File: src/hw/ltm_params.svh
// Offsets, field positions, reset values and counts of the mode control
`ifndef LTM_PARAMS_SVH
`define LTM_PARAMS_SVH

// ----------------------------------------------------------------------
// Register offsets (byte addresses)
// ----------------------------------------------------------------------
`define LTM_OFF_FLAGS 8'h00
`define LTM_OFF_STATUS 8'h04
`define LTM_OFF_SEG0 8'h08
`define LTM_OFF_SEG5 8'h1C

// ----------------------------------------------------------------------
// Processor flags fields
// ----------------------------------------------------------------------
`define LTM_BIT_VM 17
`define LTM_BIT_NT 14
`define LTM_IO_PRIVILEGE_LEVEL_HI 13
`define LTM_IO_PRIVILEGE_LEVEL_LO 12
`define LTM_FLAGS_RESET 32'h00000002

// ----------------------------------------------------------------------
// Status fields, privilege and counts
// ----------------------------------------------------------------------
`define LTM_ST_VM 0
`define LTM_ST_BUSY 1
`define LTM_ST_CPL_LO 2
`define LTM_ST_CPL_HI 3
`define LTM_CPL_USER 2'h3
`define LTM_CPL_SUPER 2'h0
`define LTM_NUM_SEG 6
`define LTM_LAST_SEG 3'h5
`define LTM_SEL_SHIFT 4

`endif

File: src/hw/ltm_pkg.sv
// Types shared by the legacy task mode control
package ltm_pkg;

  typedef logic [2:0] ltm_seg_t;

  typedef enum logic [0:0] {
    LTM_IDLE,
    LTM_SEG
  } ltm_state_e;

  // Target task image: flags, selectors and prefetched descriptor bases
  typedef struct packed {
    logic tss32;
    logic [31:0] flags_img;
    logic [5:0][15:0] sel;
    logic [5:0][31:0] desc_base;
  } ltm_ts_s;

  // Decoder classification of the current instruction
  typedef struct packed {
    logic valid;
    logic privileged;
    logic vm_unsupported;
    logic io_privilege_level_sensitive;
  } ltm_dec_s;

  // Segment base formed from a selector, no descriptor access
  function automatic logic [31:0] ltm_legacy_base(input logic [15:0] sel);
    ltm_legacy_base = {12'h000, sel, 4'h0};
  endfunction

endpackage

File: src/hw/ltm_seg_xlate.sv
// Segment base formation and linear address generation
`timescale 1ns/1ps
`include "ltm_params.svh"

module ltm_seg_xlate (
  input wire logic i_vm,
  input wire logic [15:0] i_sel,
  input wire logic [31:0] i_desc_base,
  input wire logic [31:0] i_lin_base,
  input wire logic [15:0] i_lin_off,
  output logic [31:0] o_base,
  output logic o_desc_used,
  output logic [31:0] o_linear
);

  // ----------------------------------------------------------------------
  // Base: selector shift in emulation mode, descriptor otherwise
  // ----------------------------------------------------------------------
  always_comb
  begin
    if (i_vm)
    begin
      o_base = ltm_pkg::ltm_legacy_base(i_sel);
      o_desc_used = 1'b0;
    end
    else
    begin
      o_base = i_desc_base;
      o_desc_used = 1'b1;
    end
  end

  // ----------------------------------------------------------------------
  // Full 32-bit sum, no wrap at the 1 MByte edge
  // ----------------------------------------------------------------------
  assign o_linear = i_lin_base + {16'h0000, i_lin_off};

endmodule

File: src/hw/ltm_priv_check.sv
// Privilege, decode and page permission checks steered by the mode flag
`timescale 1ns/1ps
`include "ltm_params.svh"

module ltm_priv_check (
  input wire logic i_vm,
  input wire logic [1:0] i_prot_cpl,
  input wire ltm_pkg::ltm_dec_s i_dec,
  input wire logic i_page_user,
  output logic [1:0] o_cpl,
  output logic o_dec_fault,
  output logic o_io_privilege_level_sens,
  output logic o_page_deny,
  output logic o_seg_prot_en
);

  // ----------------------------------------------------------------------
  // Effective privilege
  // ----------------------------------------------------------------------
  assign o_cpl = i_vm ? `LTM_CPL_USER : i_prot_cpl;

  // ----------------------------------------------------------------------
  // Decoder classification
  // ----------------------------------------------------------------------
  always_comb
  begin
    o_dec_fault = 1'b0;
    o_io_privilege_level_sens = 1'b0;
    if (i_dec.valid)
    begin
      o_dec_fault = (i_vm && i_dec.vm_unsupported) ||
                    (i_dec.privileged && o_cpl != `LTM_CPL_SUPER);
      o_io_privilege_level_sens = i_vm && i_dec.io_privilege_level_sensitive;
    end
  end

  // ----------------------------------------------------------------------
  // Page and segment protection
  // ----------------------------------------------------------------------
  assign o_page_deny = (o_cpl == `LTM_CPL_USER) && !i_page_user;
  assign o_seg_prot_en = !i_vm;

endmodule

File: src/hw/ltm_mode_ctrl.sv
// Legacy emulation mode control: flags, task entry, segment bases
//
// The register offsets and the plain strobed port were left to the implementer.
`timescale 1ns/1ps
`include "ltm_params.svh"

module ltm_mode_ctrl (
  input wire logic i_clock,
  input wire logic i_rst_b,
  input wire logic [7:0] i_reg_addr,
  input wire logic [31:0] i_reg_wdata,
  input wire logic i_reg_wr,
  input wire logic i_reg_rd,
  output logic [31:0] o_reg_rdata,
  input wire logic i_ts_req,
  input wire logic i_interrupt_return_instr_req,
  input wire ltm_pkg::ltm_ts_s i_ts,
  input wire logic i_seg_load,
  input wire ltm_pkg::ltm_seg_t i_seg_idx,
  input wire logic [15:0] i_seg_sel,
  input wire logic [31:0] i_seg_desc_base,
  input wire logic i_addr_req,
  input wire ltm_pkg::ltm_seg_t i_addr_seg,
  input wire logic [15:0] i_addr_off,
  input wire ltm_pkg::ltm_dec_s i_dec,
  input wire logic [1:0] i_prot_cpl,
  input wire logic i_page_chk,
  input wire logic i_page_user,
  output logic o_vm_mode,
  output logic o_busy,
  output logic [31:0] o_linear_addr,
  output logic o_addr_valid,
  output logic o_desc_lookup,
  output logic [1:0] o_cpl,
  output logic o_dec_fault,
  output logic o_io_privilege_level_sens,
  output logic o_page_deny,
  output logic o_seg_prot_en
);

  // ----------------------------------------------------------------------
  // State
  // ----------------------------------------------------------------------
  logic [31:0] flags_r;
  ltm_pkg::ltm_state_e state_r;
  ltm_pkg::ltm_seg_t cnt_r;
  ltm_pkg::ltm_ts_s ts_r;
  logic [31:0] base_r [`LTM_NUM_SEG];
  logic busy_r;
  logic vm;
  logic idle;
  logic ts_go;
  logic stk_go;
  logic sw_flags_wr;
  logic [31:0] ts_flags_nxt;
  logic [3:0] rd_slot;
  logic [15:0] xl_sel;
  logic [31:0] xl_desc;
  logic [31:0] xl_base;
  logic xl_desc_used;
  logic [31:0] lin;
  logic [1:0] pc_cpl;
  logic pc_dec_fault;
  logic pc_io_privilege_level_sens;
  logic pc_page_deny;
  logic pc_seg_prot_en;

  assign vm = flags_r[`LTM_BIT_VM];
  assign idle = (state_r == ltm_pkg::LTM_IDLE);
  // Task switch: call/jump, or return with nested task flag set
  assign ts_go = idle && (i_ts_req ||
                 (i_interrupt_return_instr_req && flags_r[`LTM_BIT_NT]));
  // Return from a handler, flags image taken from the stack
  assign stk_go = idle && !i_ts_req && i_interrupt_return_instr_req &&
                  !flags_r[`LTM_BIT_NT];
  assign sw_flags_wr = idle && !i_ts_req && !i_interrupt_return_instr_req && i_reg_wr &&
                       (i_reg_addr == `LTM_OFF_FLAGS);
  // 16-bit image has no upper word, so the mode flag reads as zero
  assign ts_flags_nxt = i_ts.tss32 ? i_ts.flags_img :
                        {16'h0000, i_ts.flags_img[15:0]};

  // ----------------------------------------------------------------------
  // Register decode
  // ----------------------------------------------------------------------
  function automatic logic [3:0] seg_slot(input logic [7:0] a);
    logic [7:0] d;
    d = a - `LTM_OFF_SEG0;
    if (a >= `LTM_OFF_SEG0 && a <= `LTM_OFF_SEG5 && d[1:0] == 2'h0)
      seg_slot = {1'b1, d[4:2]};
    else
      seg_slot = 4'h0;
  endfunction

  // ----------------------------------------------------------------------
  // Shared translation and checks
  // ----------------------------------------------------------------------
  always_comb
  begin
    if (state_r == ltm_pkg::LTM_SEG)
    begin
      xl_sel = ts_r.sel[cnt_r];
      xl_desc = ts_r.desc_base[cnt_r];
    end
    else
    begin
      xl_sel = i_seg_sel;
      xl_desc = i_seg_desc_base;
    end
  end

  ltm_seg_xlate u_xlate (
    .i_vm(vm),
    .i_sel(xl_sel),
    .i_desc_base(xl_desc),
    .i_lin_base(base_r[i_addr_seg]),
    .i_lin_off(i_addr_off),
    .o_base(xl_base),
    .o_desc_used(xl_desc_used),
    .o_linear(lin)
  );

  ltm_priv_check u_priv (
    .i_vm(vm),
    .i_prot_cpl(i_prot_cpl),
    .i_dec(i_dec),
    .i_page_user(i_page_user),
    .o_cpl(pc_cpl),
    .o_dec_fault(pc_dec_fault),
    .o_io_privilege_level_sens(pc_io_privilege_level_sens),
    .o_page_deny(pc_page_deny),
    .o_seg_prot_en(pc_seg_prot_en)
  );

  // ----------------------------------------------------------------------
  // Processor flags
  // ----------------------------------------------------------------------
  always_ff @(posedge i_clock or negedge i_rst_b)
  begin
    if (!i_rst_b)
      flags_r <= `LTM_FLAGS_RESET;
    else if (ts_go)
      flags_r <= ts_flags_nxt;
    else if (stk_go)
      flags_r <= i_ts.flags_img;
    else if (sw_flags_wr)
      flags_r <= {i_reg_wdata[31:18], flags_r[`LTM_BIT_VM],
                  i_reg_wdata[16:0]};
  end

  // ----------------------------------------------------------------------
  // Entry sequencer: flags first, then six segment loads
  // ----------------------------------------------------------------------
  always_ff @(posedge i_clock or negedge i_rst_b)
  begin
    if (!i_rst_b)
    begin
      state_r <= ltm_pkg::LTM_IDLE;
      cnt_r <= 3'h0;
      busy_r <= 1'b0;
      ts_r <= '0;
    end
    else
    begin
      case (state_r)
        ltm_pkg::LTM_IDLE:
        begin
          if (ts_go || stk_go)
          begin
            ts_r <= i_ts;
            cnt_r <= 3'h0;
            state_r <= ltm_pkg::LTM_SEG;
            busy_r <= 1'b1;
          end
        end
        ltm_pkg::LTM_SEG:
        begin
          if (cnt_r == `LTM_LAST_SEG)
          begin
            state_r <= ltm_pkg::LTM_IDLE;
            busy_r <= 1'b0;
          end
          else
            cnt_r <= cnt_r + 3'h1;
        end
        default:
        begin
          state_r <= ltm_pkg::LTM_IDLE;
          busy_r <= 1'b0;
        end
      endcase
    end
  end

  // ----------------------------------------------------------------------
  // Segment bases
  // ----------------------------------------------------------------------
  always_ff @(posedge i_clock or negedge i_rst_b)
  begin
    if (!i_rst_b)
    begin
      for (int i = 0; i < `LTM_NUM_SEG; i++)
        base_r[i] <= 32'h00000000;
      o_desc_lookup <= 1'b0;
    end
    else
    begin
      o_desc_lookup <= 1'b0;
      if (state_r == ltm_pkg::LTM_SEG)
      begin
        base_r[cnt_r] <= xl_base;
        o_desc_lookup <= xl_desc_used;
      end
      else if (i_seg_load && !i_ts_req && !i_interrupt_return_instr_req &&
               i_seg_idx < `LTM_NUM_SEG)
      begin
        base_r[i_seg_idx] <= xl_base;
        o_desc_lookup <= xl_desc_used;
      end
    end
  end

  // ----------------------------------------------------------------------
  // Registered outputs
  // ----------------------------------------------------------------------
  always_ff @(posedge i_clock or negedge i_rst_b)
  begin
    if (!i_rst_b)
    begin
      o_linear_addr <= 32'h00000000;
      o_addr_valid <= 1'b0;
      o_cpl <= `LTM_CPL_SUPER;
      o_dec_fault <= 1'b0;
      o_io_privilege_level_sens <= 1'b0;
      o_page_deny <= 1'b0;
      o_seg_prot_en <= 1'b1;
    end
    else
    begin
      o_addr_valid <= i_addr_req;
      if (i_addr_req)
        o_linear_addr <= lin;
      o_cpl <= pc_cpl;
      o_dec_fault <= pc_dec_fault;
      o_io_privilege_level_sens <= pc_io_privilege_level_sens;
      o_page_deny <= i_page_chk && pc_page_deny;
      o_seg_prot_en <= pc_seg_prot_en;
    end
  end

  assign o_vm_mode = flags_r[`LTM_BIT_VM];
  assign o_busy = busy_r;

  // ----------------------------------------------------------------------
  // Register read port
  // ----------------------------------------------------------------------
  assign rd_slot = seg_slot(i_reg_addr);

  always_ff @(posedge i_clock or negedge i_rst_b)
  begin
    if (!i_rst_b)
      o_reg_rdata <= 32'h00000000;
    else if (!i_reg_rd)
      o_reg_rdata <= 32'h00000000;
    else if (i_reg_addr == `LTM_OFF_FLAGS)
      o_reg_rdata <= flags_r;
    else if (i_reg_addr == `LTM_OFF_STATUS)
    begin
      o_reg_rdata <= 32'h00000000;
      o_reg_rdata[`LTM_ST_VM] <= vm;
      o_reg_rdata[`LTM_ST_BUSY] <= busy_r;
      o_reg_rdata[`LTM_ST_CPL_HI:`LTM_ST_CPL_LO] <= pc_cpl;
    end
    else if (rd_slot[3])
      o_reg_rdata <= base_r[rd_slot[2:0]];
    else
      o_reg_rdata <= 32'h00000000;
  end
endmodule

File: config.mk
export PLATFORM = sky130hd
export DESIGN_NAME = ltm_mode_ctrl
export DESIGN_NICKNAME = d
export VERILOG_FILES = /design/src/hw/ltm_pkg.sv /design/src/hw/ltm_seg_xlate.sv /design/src/hw/ltm_priv_check.sv /design/src/hw/ltm_mode_ctrl.sv
export VERILOG_INCLUDE_DIRS = /design/src /design/src/hw
export SDC_FILE = /design/constraint.sdc
export NUM_CORES = 1
export LEC_CHECK = 0
export BUFFER_PORTS_ARGS = -buffer_cell sky130_fd_sc_hd__buf_4
export CAP_MARGIN = 15
export CORE_UTILIZATION = 40
export DETAILED_ROUTE_END_ITERATION = 10
export HOLD_SLACK_MARGIN = 0.05
export MAX_ROUTING_LAYER = met4
export PLACE_DENSITY = 0.57
export REMOVE_ABC_BUFFERS = 1
export SYNTH_ARGS = -nofsm -noshare
export SYNTH_HDL_FRONTEND = slang
export SYNTH_SLANG_ARGS = --single-unit
File: constraint.sdc
create_clock -name i_clock -period 6.4 [get_ports i_clock]
set_input_delay 1.28 -clock i_clock [delete_from_list [all_inputs] [get_ports i_clock]]
set_output_delay 1.28 -clock i_clock [all_outputs]
set_load 0.03 [all_outputs]
# Word-level counts from Yosys, hierarchy flattened
# Index checks and enable logic that the tools add are counted.
op_classes:
  n_addsub: 3
  n_reduce_logical: 37
  n_bitwise: 5
  n_lt_le_gt_ge: 10
  eq_ne: 6
  muxes: 45
op_table:
  columns: ["operator", "n"]
  rows:
  - ["32-bit 2-to-1 mux", 17]
  - ["192-bit bitwise mux", 2]
  - ["192-bit 2-to-1 mux", 2]
  - ["32-bit binary-select mux with 3-bit select", 3]
  - ["32-bit demux with 3-bit select", 2]
  - ["16-bit binary-select mux with 3-bit select", 1]
  - ["32-bit by 16-bit adder with 32-bit output", 1]
  - ["16-bit 2-to-1 mux", 2]
  - ["1-bit logical AND", 20]
  - ["4-bit >= comparator (second input constant)", 4]
  - ["3-bit inverter with 4-bit output", 4]
  - ["1-bit 2-to-1 mux", 9]
  - ["8-bit by 3-bit equality test with 1-bit output (second input constant)", 1]
  - ["8-bit by 4-bit >= comparator with 1-bit output (second input constant)", 1]
  - ["8-bit by 5-bit <= comparator with 1-bit output (second input constant)", 1]
  - ["8-bit zero test", 1]
  - ["4-bit by 1-bit < comparator with 1-bit output (second input constant)", 2]
  - ["3-bit 2-to-1 mux", 2]
  - ["3-bit one-hot mux with 2 select lines", 1]
  - ["2-bit AND reduction", 3]
  - ["2-bit nonzero test", 3]
  - ["1-bit zero test", 5]
  - ["5-bit by 4-bit subtractor with 5-bit output (second input constant)", 1]
  - ["3-bit by 4-bit < comparator with 1-bit output (second input constant)", 1]
  - ["other kinds (13)", 17]
word_totals:
  output_inout_bits: 74
  in_bits: 447
  wordCells: 138
  ff_bits: 589

# Logic depth before layout (Yosys ltp)
# Gate-level depths: netlist of run 1.
depth:
  depth_word: 12
  ltp_mapped: 16
  depth_no_buf: 12

# Modules after synthesis
# From an unflattened synthesis of run 1, not the netlist that was laid out.
hier_totals:
  cells_unflattened: 2955
  area_unflattened_um2: 30027.5
modules_own_cells:
  columns: ["module", "area_per_inst_um2", "n_inst", "cells_each", "seq_area_each_um2"]
  rows:
  - ["ltm_mode_ctrl", 28541.1, 1, 2747, 14741.6]
  - ["ltm_seg_xlate", 1436.4, 1, 199, 0.0]
  - ["ltm_priv_check", 50.0, 1, 9, 0.0]

# Least setup slack after synthesis of run 1
# No wires, ideal clock.
synth_path:
  path_type: "input -> register"
  start: "input port i_addr_seg[0]"
  end: "register o_linear_addr[27]"
  path_stages: 16
  arrival_ps: 4761
  slack_ps: 1515
  t_required_ps: 6275
  n_path_buf: 5
  setup_time_ps: 125
  cell_sequence: "buf_6 buf_12 buf_6 buf_4 buf_2 mux4_2 nand2_1 o21ai_0 ha_1 a21oi_1 o221ai_1 or2_2 o211a_1 o311ai_1 xnor2_1 mux2_2"
synth_between:
  elab_chain_cells: 5
synth_rtl:
  columns: ["element", "line_no", "text"]
  rows:
  - ["start, declared", "ltm_mode_ctrl.sv:23", "input wire ltm_pkg::ltm_seg_t i_addr_seg,"]
  - ["3-bit inverter with 4-bit output (not written as such)", "ltm_mode_ctrl.sv:115", ".i_lin_base(base_r[i_addr_seg]),"]
  - ["32-bit binary-select mux with 3-bit select", "ltm_mode_ctrl.sv:115", null]
  - ["32-bit 2-to-1 mux (not written as such) (2 in series)", "ltm_mode_ctrl.sv:115", null]
  - ["32-bit by 16-bit adder with 32-bit output", "ltm_seg_xlate.sv:36", "assign o_linear = i_lin_base + {16'h0000, i_lin_off};"]
  - ["end signal, assigned", "ltm_mode_ctrl.sv:241", "o_linear_addr <= lin;"]
  - ["end, declared", "ltm_mode_ctrl.sv:31", "output logic [31:0] o_linear_addr,"]
# No other way between the ends. The select of a mux whose other input is x is not followed.
# A chain may end at the register's enable or synchronous reset.

# Final worst setup path of run 1
layout_path:
  start: "input port i_addr_seg[0]"
  end: "register o_linear_addr[18]"
# The elaborated chain is that of the path after synthesis.

==> results of run 1 <==
## layout make-up
type	instances	area, µm²
Fill cell	6901	35700
Sequential cell	589	14800
Multi-Input combinational cell	2358	13700
Timing Repair Buffer	562	4310
Clock buffer	105	2110
Tap cell	950	1190
Clock inverter	14	149
Inverter	25	93.8
Antenna cell	4	10.0
## how the worst max path moves through the flow
stage | endpoint | depth (start not counted)
finish | o_linear_addr[18]$_DFFE_PN0P_ | 12
global route | o_linear_addr[18]$_DFFE_PN0P_ | 12
CTS | o_linear_addr[18]$_DFFE_PN0P_ | 12
detailed placement | o_linear_addr[18]$_DFFE_PN0P_ | 12
global placement | o_linear_addr[18]$_DFFE_PN0P_ | 12
floorplan | flags_r[16]$_DFFE_PN0P_ | 4
## metal layers
layer  part of all wire [%]  up-vias
li1                       -    11700
met1                     44    12000
met2                     47      698
met3                    5.9      147
met4                    2.8        0
met5                      0        -
## cells by family after synthesis
| family | Yosys count | share of synthesized area (%) |
|---|---|---|
| buf+inv | 253 | 3.65 |
| mux | 319 | 13.0 |
| fa+ha+maj | 19 | 0.836 |
| xor+xnor | 22 | 0.657 |
| compound gates | 568 | 12.2 |
| simple gates | 1430 | 19.3 |
| flops | 589 | 50.3 |
## sequential cells by signal (all words and copies together) (netlist names)
name	count
o_busy	1
ts_r	288
o_addr_valid	1
o_io_privilege_level_sens	1
o_seg_prot_en	1
o_dec_fault	1
flags_r	32
o_desc_lookup	1
state_r	1
o_cpl	2
o_linear_addr	32
o_page_deny	1
o_reg_rdata	32
cnt_r	3
base_r	192
## worst max-delay path: cells and delay by family
family | cells | cell delay (ps)
simple gates | 2 | 180
xor+xnor | 1 | 200
buf+inv | 1 | 390
fa+ha+maj | 1 | 430
mux | 2 | 840
compound gates | 5 | 1790
## power by group
group	switching (W)	leakage, nW	internal (W)
Combinational	0.00410	8.93	0.00261
Clock	0.00159	1.13	0.00239
Sequential	0.00116	7.40	0.00536
## cells in the mapped netlist (4+ instances only)
| master | count |
|---|---|
| o21a_1 | 4 |
| a21oi_1 | 84 |
| or2_2 | 4 |
| a31oi_1 | 10 |
| clkbuf_1 | 172 |
| mux4_2 | 30 |
| a211oi_1 | 12 |
| a21boi_0 | 17 |
| nand2_1 | 1200 |
| a22o_1 | 7 |
| o31ai_1 | 7 |
| a21boi_1 | 15 |
| nor2b_1 | 8 |
| o2111ai_1 | 30 |
| a221oi_1 | 9 |
| and3_1 | 6 |
| o21ai_0 | 248 |
| inv_1 | 24 |
| mux2_2 | 136 |
| dfrtp_1 | 587 |
| o22ai_1 | 4 |
| nor3_1 | 15 |
| a22oi_1 | 40 |
| and2_1 | 5 |
| o221ai_1 | 22 |
| nor4_1 | 4 |
| nor2_1 | 93 |
| nand3_1 | 49 |
| buf_1 | 22 |
| buf_6 | 7 |
| buf_2 | 23 |
| mux4_1 | 4 |
| o211ai_1 | 23 |
| xnor2_1 | 14 |
| mux2i_1 | 147 |
| a32oi_1 | 5 |
| nand4_1 | 31 |
| ha_1 | 18 |
| xor2_1 | 8 |
## per-stage QoR
stage          setup slack (ps)  hold slack (ps)  power (W)  area (µm²)
6_report                   1720              469     0.0172       36300
2_1_floorplan             -7900              440     0.0110       28300
4_1_cts                    1690              473     0.0173       36300
3_3_place_gp               1070              452     0.0132       34000
5_1_grt                    1440              483     0.0184       36300
3_5_place_dp               1080              458     0.0133       34000
==> results by group, run 1 <==
CTS
  – Post-cts repair resize count: 0
  – Number of CTS-inserted buffers: 69
  – CTS H-tree lvls: 3
  – Hold buffers post-CTS: 0
  – Clk Tree Root Cell: clkbuf_16
  – Setup repair bufs after CTS: 0
  – Skew-Pair Late Insertion Delay: 600 ps
  – CTS tree: built
  – Clock Sinks: 589
  – CTS clk-pin slew, worst paths: 50 ps
  – Clk buf depth: 3

Floorplanning
  – I/O pin cnt: 521
  – Starting Density: 40.7%
  – Row count: 98
  – Die X: 273 µm
  – Die area: 0.0744 mm²
  – Die H: 273 µm
  – Core area: 0.0720 mm²

Pwr
  – Power per cell area: 474 mW/mm²
  – Lkg Pwr: 17.5 nW
  – Maximum VDD drop: 0.000286 V

Final layout
  – Commonest non-fill, non-tap cell in the layout: nand2_1
  – Final Util: 50.4%
  – Fin nets: 4071
  – Area grow syn2layout: 23.8%
  – Fraction of layout instances using a drive strength above 1: 24.1%
  – Leading cell types in the layout, fill and taps excluded: nand2_1 (1199), dfrtp_1 (582), buf_4 (554), o21ai_0 (248), mux2i_1 (147)
  – Post-Layout Cell Count: 4607

Timing
  – TNS Setup: 0 ps
  – Measured slew at the worst slew-check pin: 1160 ps
  – Setup violations, final: 0
  – Fin crit period: 4680 ps
  – Max Clk Rate: 214 MHz
  – Worst rel slew slack: 22.8%
  – Hold Vio Cnt, Final: 0
  – RSZ-0062 raised after global routing: false
  – Crit share post-route: 73.1%
  – Max Slew Vio Count: 0
  – Setup Skew: 29.5 ps

Worst hold path
  – Hold path depth: 2
  – Beginning of the worst hold path: ts_r[123]$_DFFE_PN0P_
  – Hold WC Path Type: reg2reg
  – Hold Path Sink: ts_r[123]$_DFFE_PN0P_

Critical path
  – Worst-path cell chain: buf_4, mux4_2, nand2_1, o21ai_0, ha_1, nand2_1, o211ai_1, a32oi_1, a21oi_1, o21ai_0, xor2_1, mux2_2
  – R2R Setup Slk: 2550 ps
  – Reg2reg end: o_linear_addr[18]$_DFFE_PN0P_
  – WP data required: 6860 ps
  – Slowest CP cell: a21oi_1
  – Worst R2R Path Depth: 11
  – Crit end category: register
  – Crit Path Max Fanout: 23
  – Crit. Startpoint: i_addr_seg[0]
  – Worst path max stage delay: 750 ps
  – Worst setup SP type: primary input
  – Worst r2r src: base_r[68]$_DFFE_PN0P_
  – Critical path arrival: 5140 ps
  – CP Class: in2reg

GRT
  – Via count of the first global-routing pass: 23900
  – Initial antenna violation count: 5
  – Largest net degree at the start of global routing: 181
  – Total Routing Usage GR: 26.8%
  – GR Overflow Total: 0
  – Met1 Use GR: 36.3%
  – Top Usage Layer GRT: met2
  – Met3 Usage GRT: 4.82%
  – First-pass GRT wire length: 147 mm
  – Global-route track usage on met2: 41.0%

Synthesis
  – Post-synth ARST share: 100%
  – Avg Inst Size Synth: 9.16 µm²
  – Synth warn: 0
  – Cells after synthesis: 3200
  – EDFF count, synth: 0
  – Synth top area cells: dfrtp_1 (50%), nand2_1 (15%), mux2_2 (5.2%)
  – Flops & latches, synth: 589
  – Proportion of synthesized chip area in sequential cells: 50.3%
  – Main synth FF type: dfrtp_1
  – Netlist cell types: 76
  – Synth area leader: dfrtp_1
  – Synth top area share: 50.1%
  – Post-synthesis instance area: 0.0293 mm²

Placement
  – RePlAce Congestion: 0.882
  – Placed cells: 4484
  – Dpl hpwl: 65.2 mm
  – Port buffer count: 519

Job
  – MaxCap Viol Count: 0

Routing
  – Drc violations: 0
  – Routed vias: 24600
  – Starting DRT DRC Count: 1791
  – Vias per cell: 5.34
  – 1st-pass router iterations: 5
  – DRT antenna net count: 0
  – Wire length per cell: 21.3 µm
  – WL final: 98.1 mm

Status
  – Status: finished, final reports clean
No activity file was read; power rests on OpenSTA's default activity.
==> run 2, diff against run 1 <==
--- a/config.mk
+++ b/config.mk
@@ -12,7 +12,7 @@
 export DETAILED_ROUTE_END_ITERATION = 10
 export HOLD_SLACK_MARGIN = 0.05
 export MAX_ROUTING_LAYER = met4
-export PLACE_DENSITY = 0.57
+export PLACE_DENSITY = 0.6
 export REMOVE_ABC_BUFFERS = 1
 export SYNTH_ARGS = -nofsm -noshare
 export SYNTH_HDL_FRONTEND = slang
==> constraint.sdc (replaced) <==
create_clock -name i_clock -period 4.2 [get_ports i_clock]
set_input_delay 0.84 -clock i_clock [delete_from_list [all_inputs] [get_ports i_clock]]
set_output_delay 0.84 -clock i_clock [all_outputs]
set_load 0.03 [all_outputs]
==> run 2 against run 1 <==
  * Sequential share of layout area is 0.59 points lower
  * Sequential cell count is the same
  * Cell count increased by 1.4%
  * Hold slack worse by 200 ps
  * Non-clock buffer count is 61 higher
  * Register-to-register slack worse by 1900 ps
  * First-iteration DRC count shrank 7.4%
  * Critical path depth is 3 higher
  * Sequential power grew 53%
  * Die area did not move
  * Setup slack worse by 1200 ps
  * Largest cell class unchanged
  * Largest power group unchanged
  * Highest routed layer unchanged
==> results by group, run 2 (synthesis gave the netlist of run 1 again) <==
Status
  – Status: finished, final reports clean

GRT
  – Via count of the first global-routing pass: 24400
  – Largest net degree at the start of global routing: 179
  – Initial antenna violation count: 7
  – First-pass GRT wire length: 148 mm
  – GR Overflow Total: 0
  – Total Routing Usage GR: 26.9%

Timing
  – Max Slew Vio Count: 0
  – Fin Hold WS: 269 ps
  – Setup violations, final: 0
  – Measured slew at the worst slew-check pin: 1260 ps
  – Fin crit period: 3700 ps
  – Setup Skew: 32.1 ps
  – Max Clk Rate: 270 MHz
  – Hold Vio Cnt, Final: 0
  – RSZ-0062 raised after global routing: false
  – Crit share post-route: 88.1%
  – Worst rel slew slack: 16.3%

Critical path
  – Critical path arrival: 4170 ps
  – Worst setup SP type: primary input
  – Worst R2R Path Depth: 14
  – Worst r2r src: base_r[132]$_DFFE_PN0P_
  – R2R Setup Slk: 680 ps
  – WP data required: 4670 ps
  – CP Class: in2reg
  – Crit Path Max Fanout: 13
  – Crit end category: register
  – Reg2reg end: o_linear_addr[19]$_DFFE_PN0P_

Routing
  – Vias per cell: 5.32
  – Drc violations: 0
  – Routed vias: 24900
  – WL final: 98.3 mm
  – DRT antenna net count: 0
  – Starting DRT DRC Count: 1659
  – Wire length per cell: 21.0 µm
  – 1st-pass router iterations: 6

Worst hold path
  – Hold WC Path Type: in2async

Final layout
  – Leading cell types in the layout, fill and taps excluded: nand2_1 (1200), buf_4 (608), dfrtp_1 (582), o21ai_0 (248), mux2i_1 (147)
  – Fraction of layout instances using a drive strength above 1: 25.2%
  – Max reg flops: 288
  – Area grow syn2layout: 25.7%
  – Post-Layout Cell Count: 4673
  – Fin nets: 4131
  – Most flops, register: ts_r
  – Commonest non-fill, non-tap cell in the layout: nand2_1
  – Largest regs: ts_r: 288 flops, base_r: 192 flops

Pwr
  – Lkg Pwr: 17.8 nW
  – Power per cell area: 723 mW/mm²
  – Maximum VDD drop: 0.000434 V
  – Power, Total: 0.0266 W

CTS
  – CTS H-tree lvls: 3
  – CTS tree: built
  – Post-cts repair resize count: 0
  – Clock Sinks: 589
  – Setup repair bufs after CTS: 0
  – Clk Tree Root Cell: clkbuf_16
  – Clk buf depth: 3
  – Skew-Pair Late Insertion Delay: 610 ps
  – CTS clk-pin slew, worst paths: 60 ps
  – Hold buffers post-CTS: 0
  – Number of CTS-inserted buffers: 68

Floorplanning
  – Die X: 273 µm
  – Starting Density: 40.7%
  – Row count: 98
  – I/O pin cnt: 521
  – Die area: 0.0744 mm²
  – Die H: 273 µm
  – Core area: 0.0720 mm²

Placement
  – Dpl hpwl: 68.0 mm
  – RePlAce Congestion: 0.928
  – Placed cells: 4543
  – Port buffer count: 519

Job
  – MaxCap Viol Count: 0
[run 2: per-stage QoR]
| stage | utilization [%] | setup TNS (ps) | instance area [µm²] | setup WS (ps) |
|---|---|---|---|---|
| final | 51.2 | 0 | 36800 | 501 |
| after global routing | 51.2 | 0 | 36800 | 306 |
| after CTS | 51.2 | 0 | 36800 | 498 |
| after detailed placement | 48.0 | -387 | 34500 | -131 |
| after global placement | 48.0 | -142 | 34500 | -87.9 |
| after floorplan | - | -2778180 | 28300 | -9660 |
[run 2: worst max path at each step]
stage	start	to
after CTS	i_addr_seg[0]	o_linear_addr[19]$_DFFE_PN0P_
after floorplan	i_ts_req	flags_r[16]$_DFFE_PN0P_
after global routing	i_addr_seg[0]	o_linear_addr[19]$_DFFE_PN0P_
after global placement	i_addr_seg[0]	o_linear_addr[19]$_DFFE_PN0P_
after detailed placement	i_addr_seg[0]	o_linear_addr[19]$_DFFE_PN0P_
final	i_addr_seg[0]	o_linear_addr[19]$_DFFE_PN0P_
[run 2: final cells by class]
class / instances / area, µm²
Inverter: 25 / 93.8
Antenna cell: 6 / 15.0
Clock buffer: 105 / 2030
Multi-Input combinational cell: 2358 / 13700
Sequential cell: 589 / 14800
Timing Repair Buffer: 623 / 4830
Clock inverter: 17 / 253
Fill cell: 6812 / 35100
Tap cell: 950 / 1190
[run 2: metal layers]
layer / vias to the layer above / GRT usage (%) / wire length [µm]
li1: 11800 / - / -
met1: 12200 / 35.2 / 42500
met2: 698 / 41.6 / 46400
met3: 144 / 6.16 / 6790
met4: 0 / 7.98 / 2540
met5: - / - / 0
[run 2: where the power goes]
group	total, W	internal (W)	switching [W]
combinational	0.0106	0.00423	0.00632
clock	0.00609	0.00365	0.00244
sequential	0.00998	0.00817	0.00181
total	0.0266	0.0160	0.0106
[run 2: critical path, cell delays in order]
cell	delay, ps
buf_4	240
buf_4	180
mux4_2	500
nand2_1	80
o21ai_0	90
ha_1	390
nand2_1	80
a2111oi_0	460
buf_4	210
or2_2	130
o211ai_1	200
buf_4	200
a31oi_1	210
xnor2_1	90
mux2_2	260
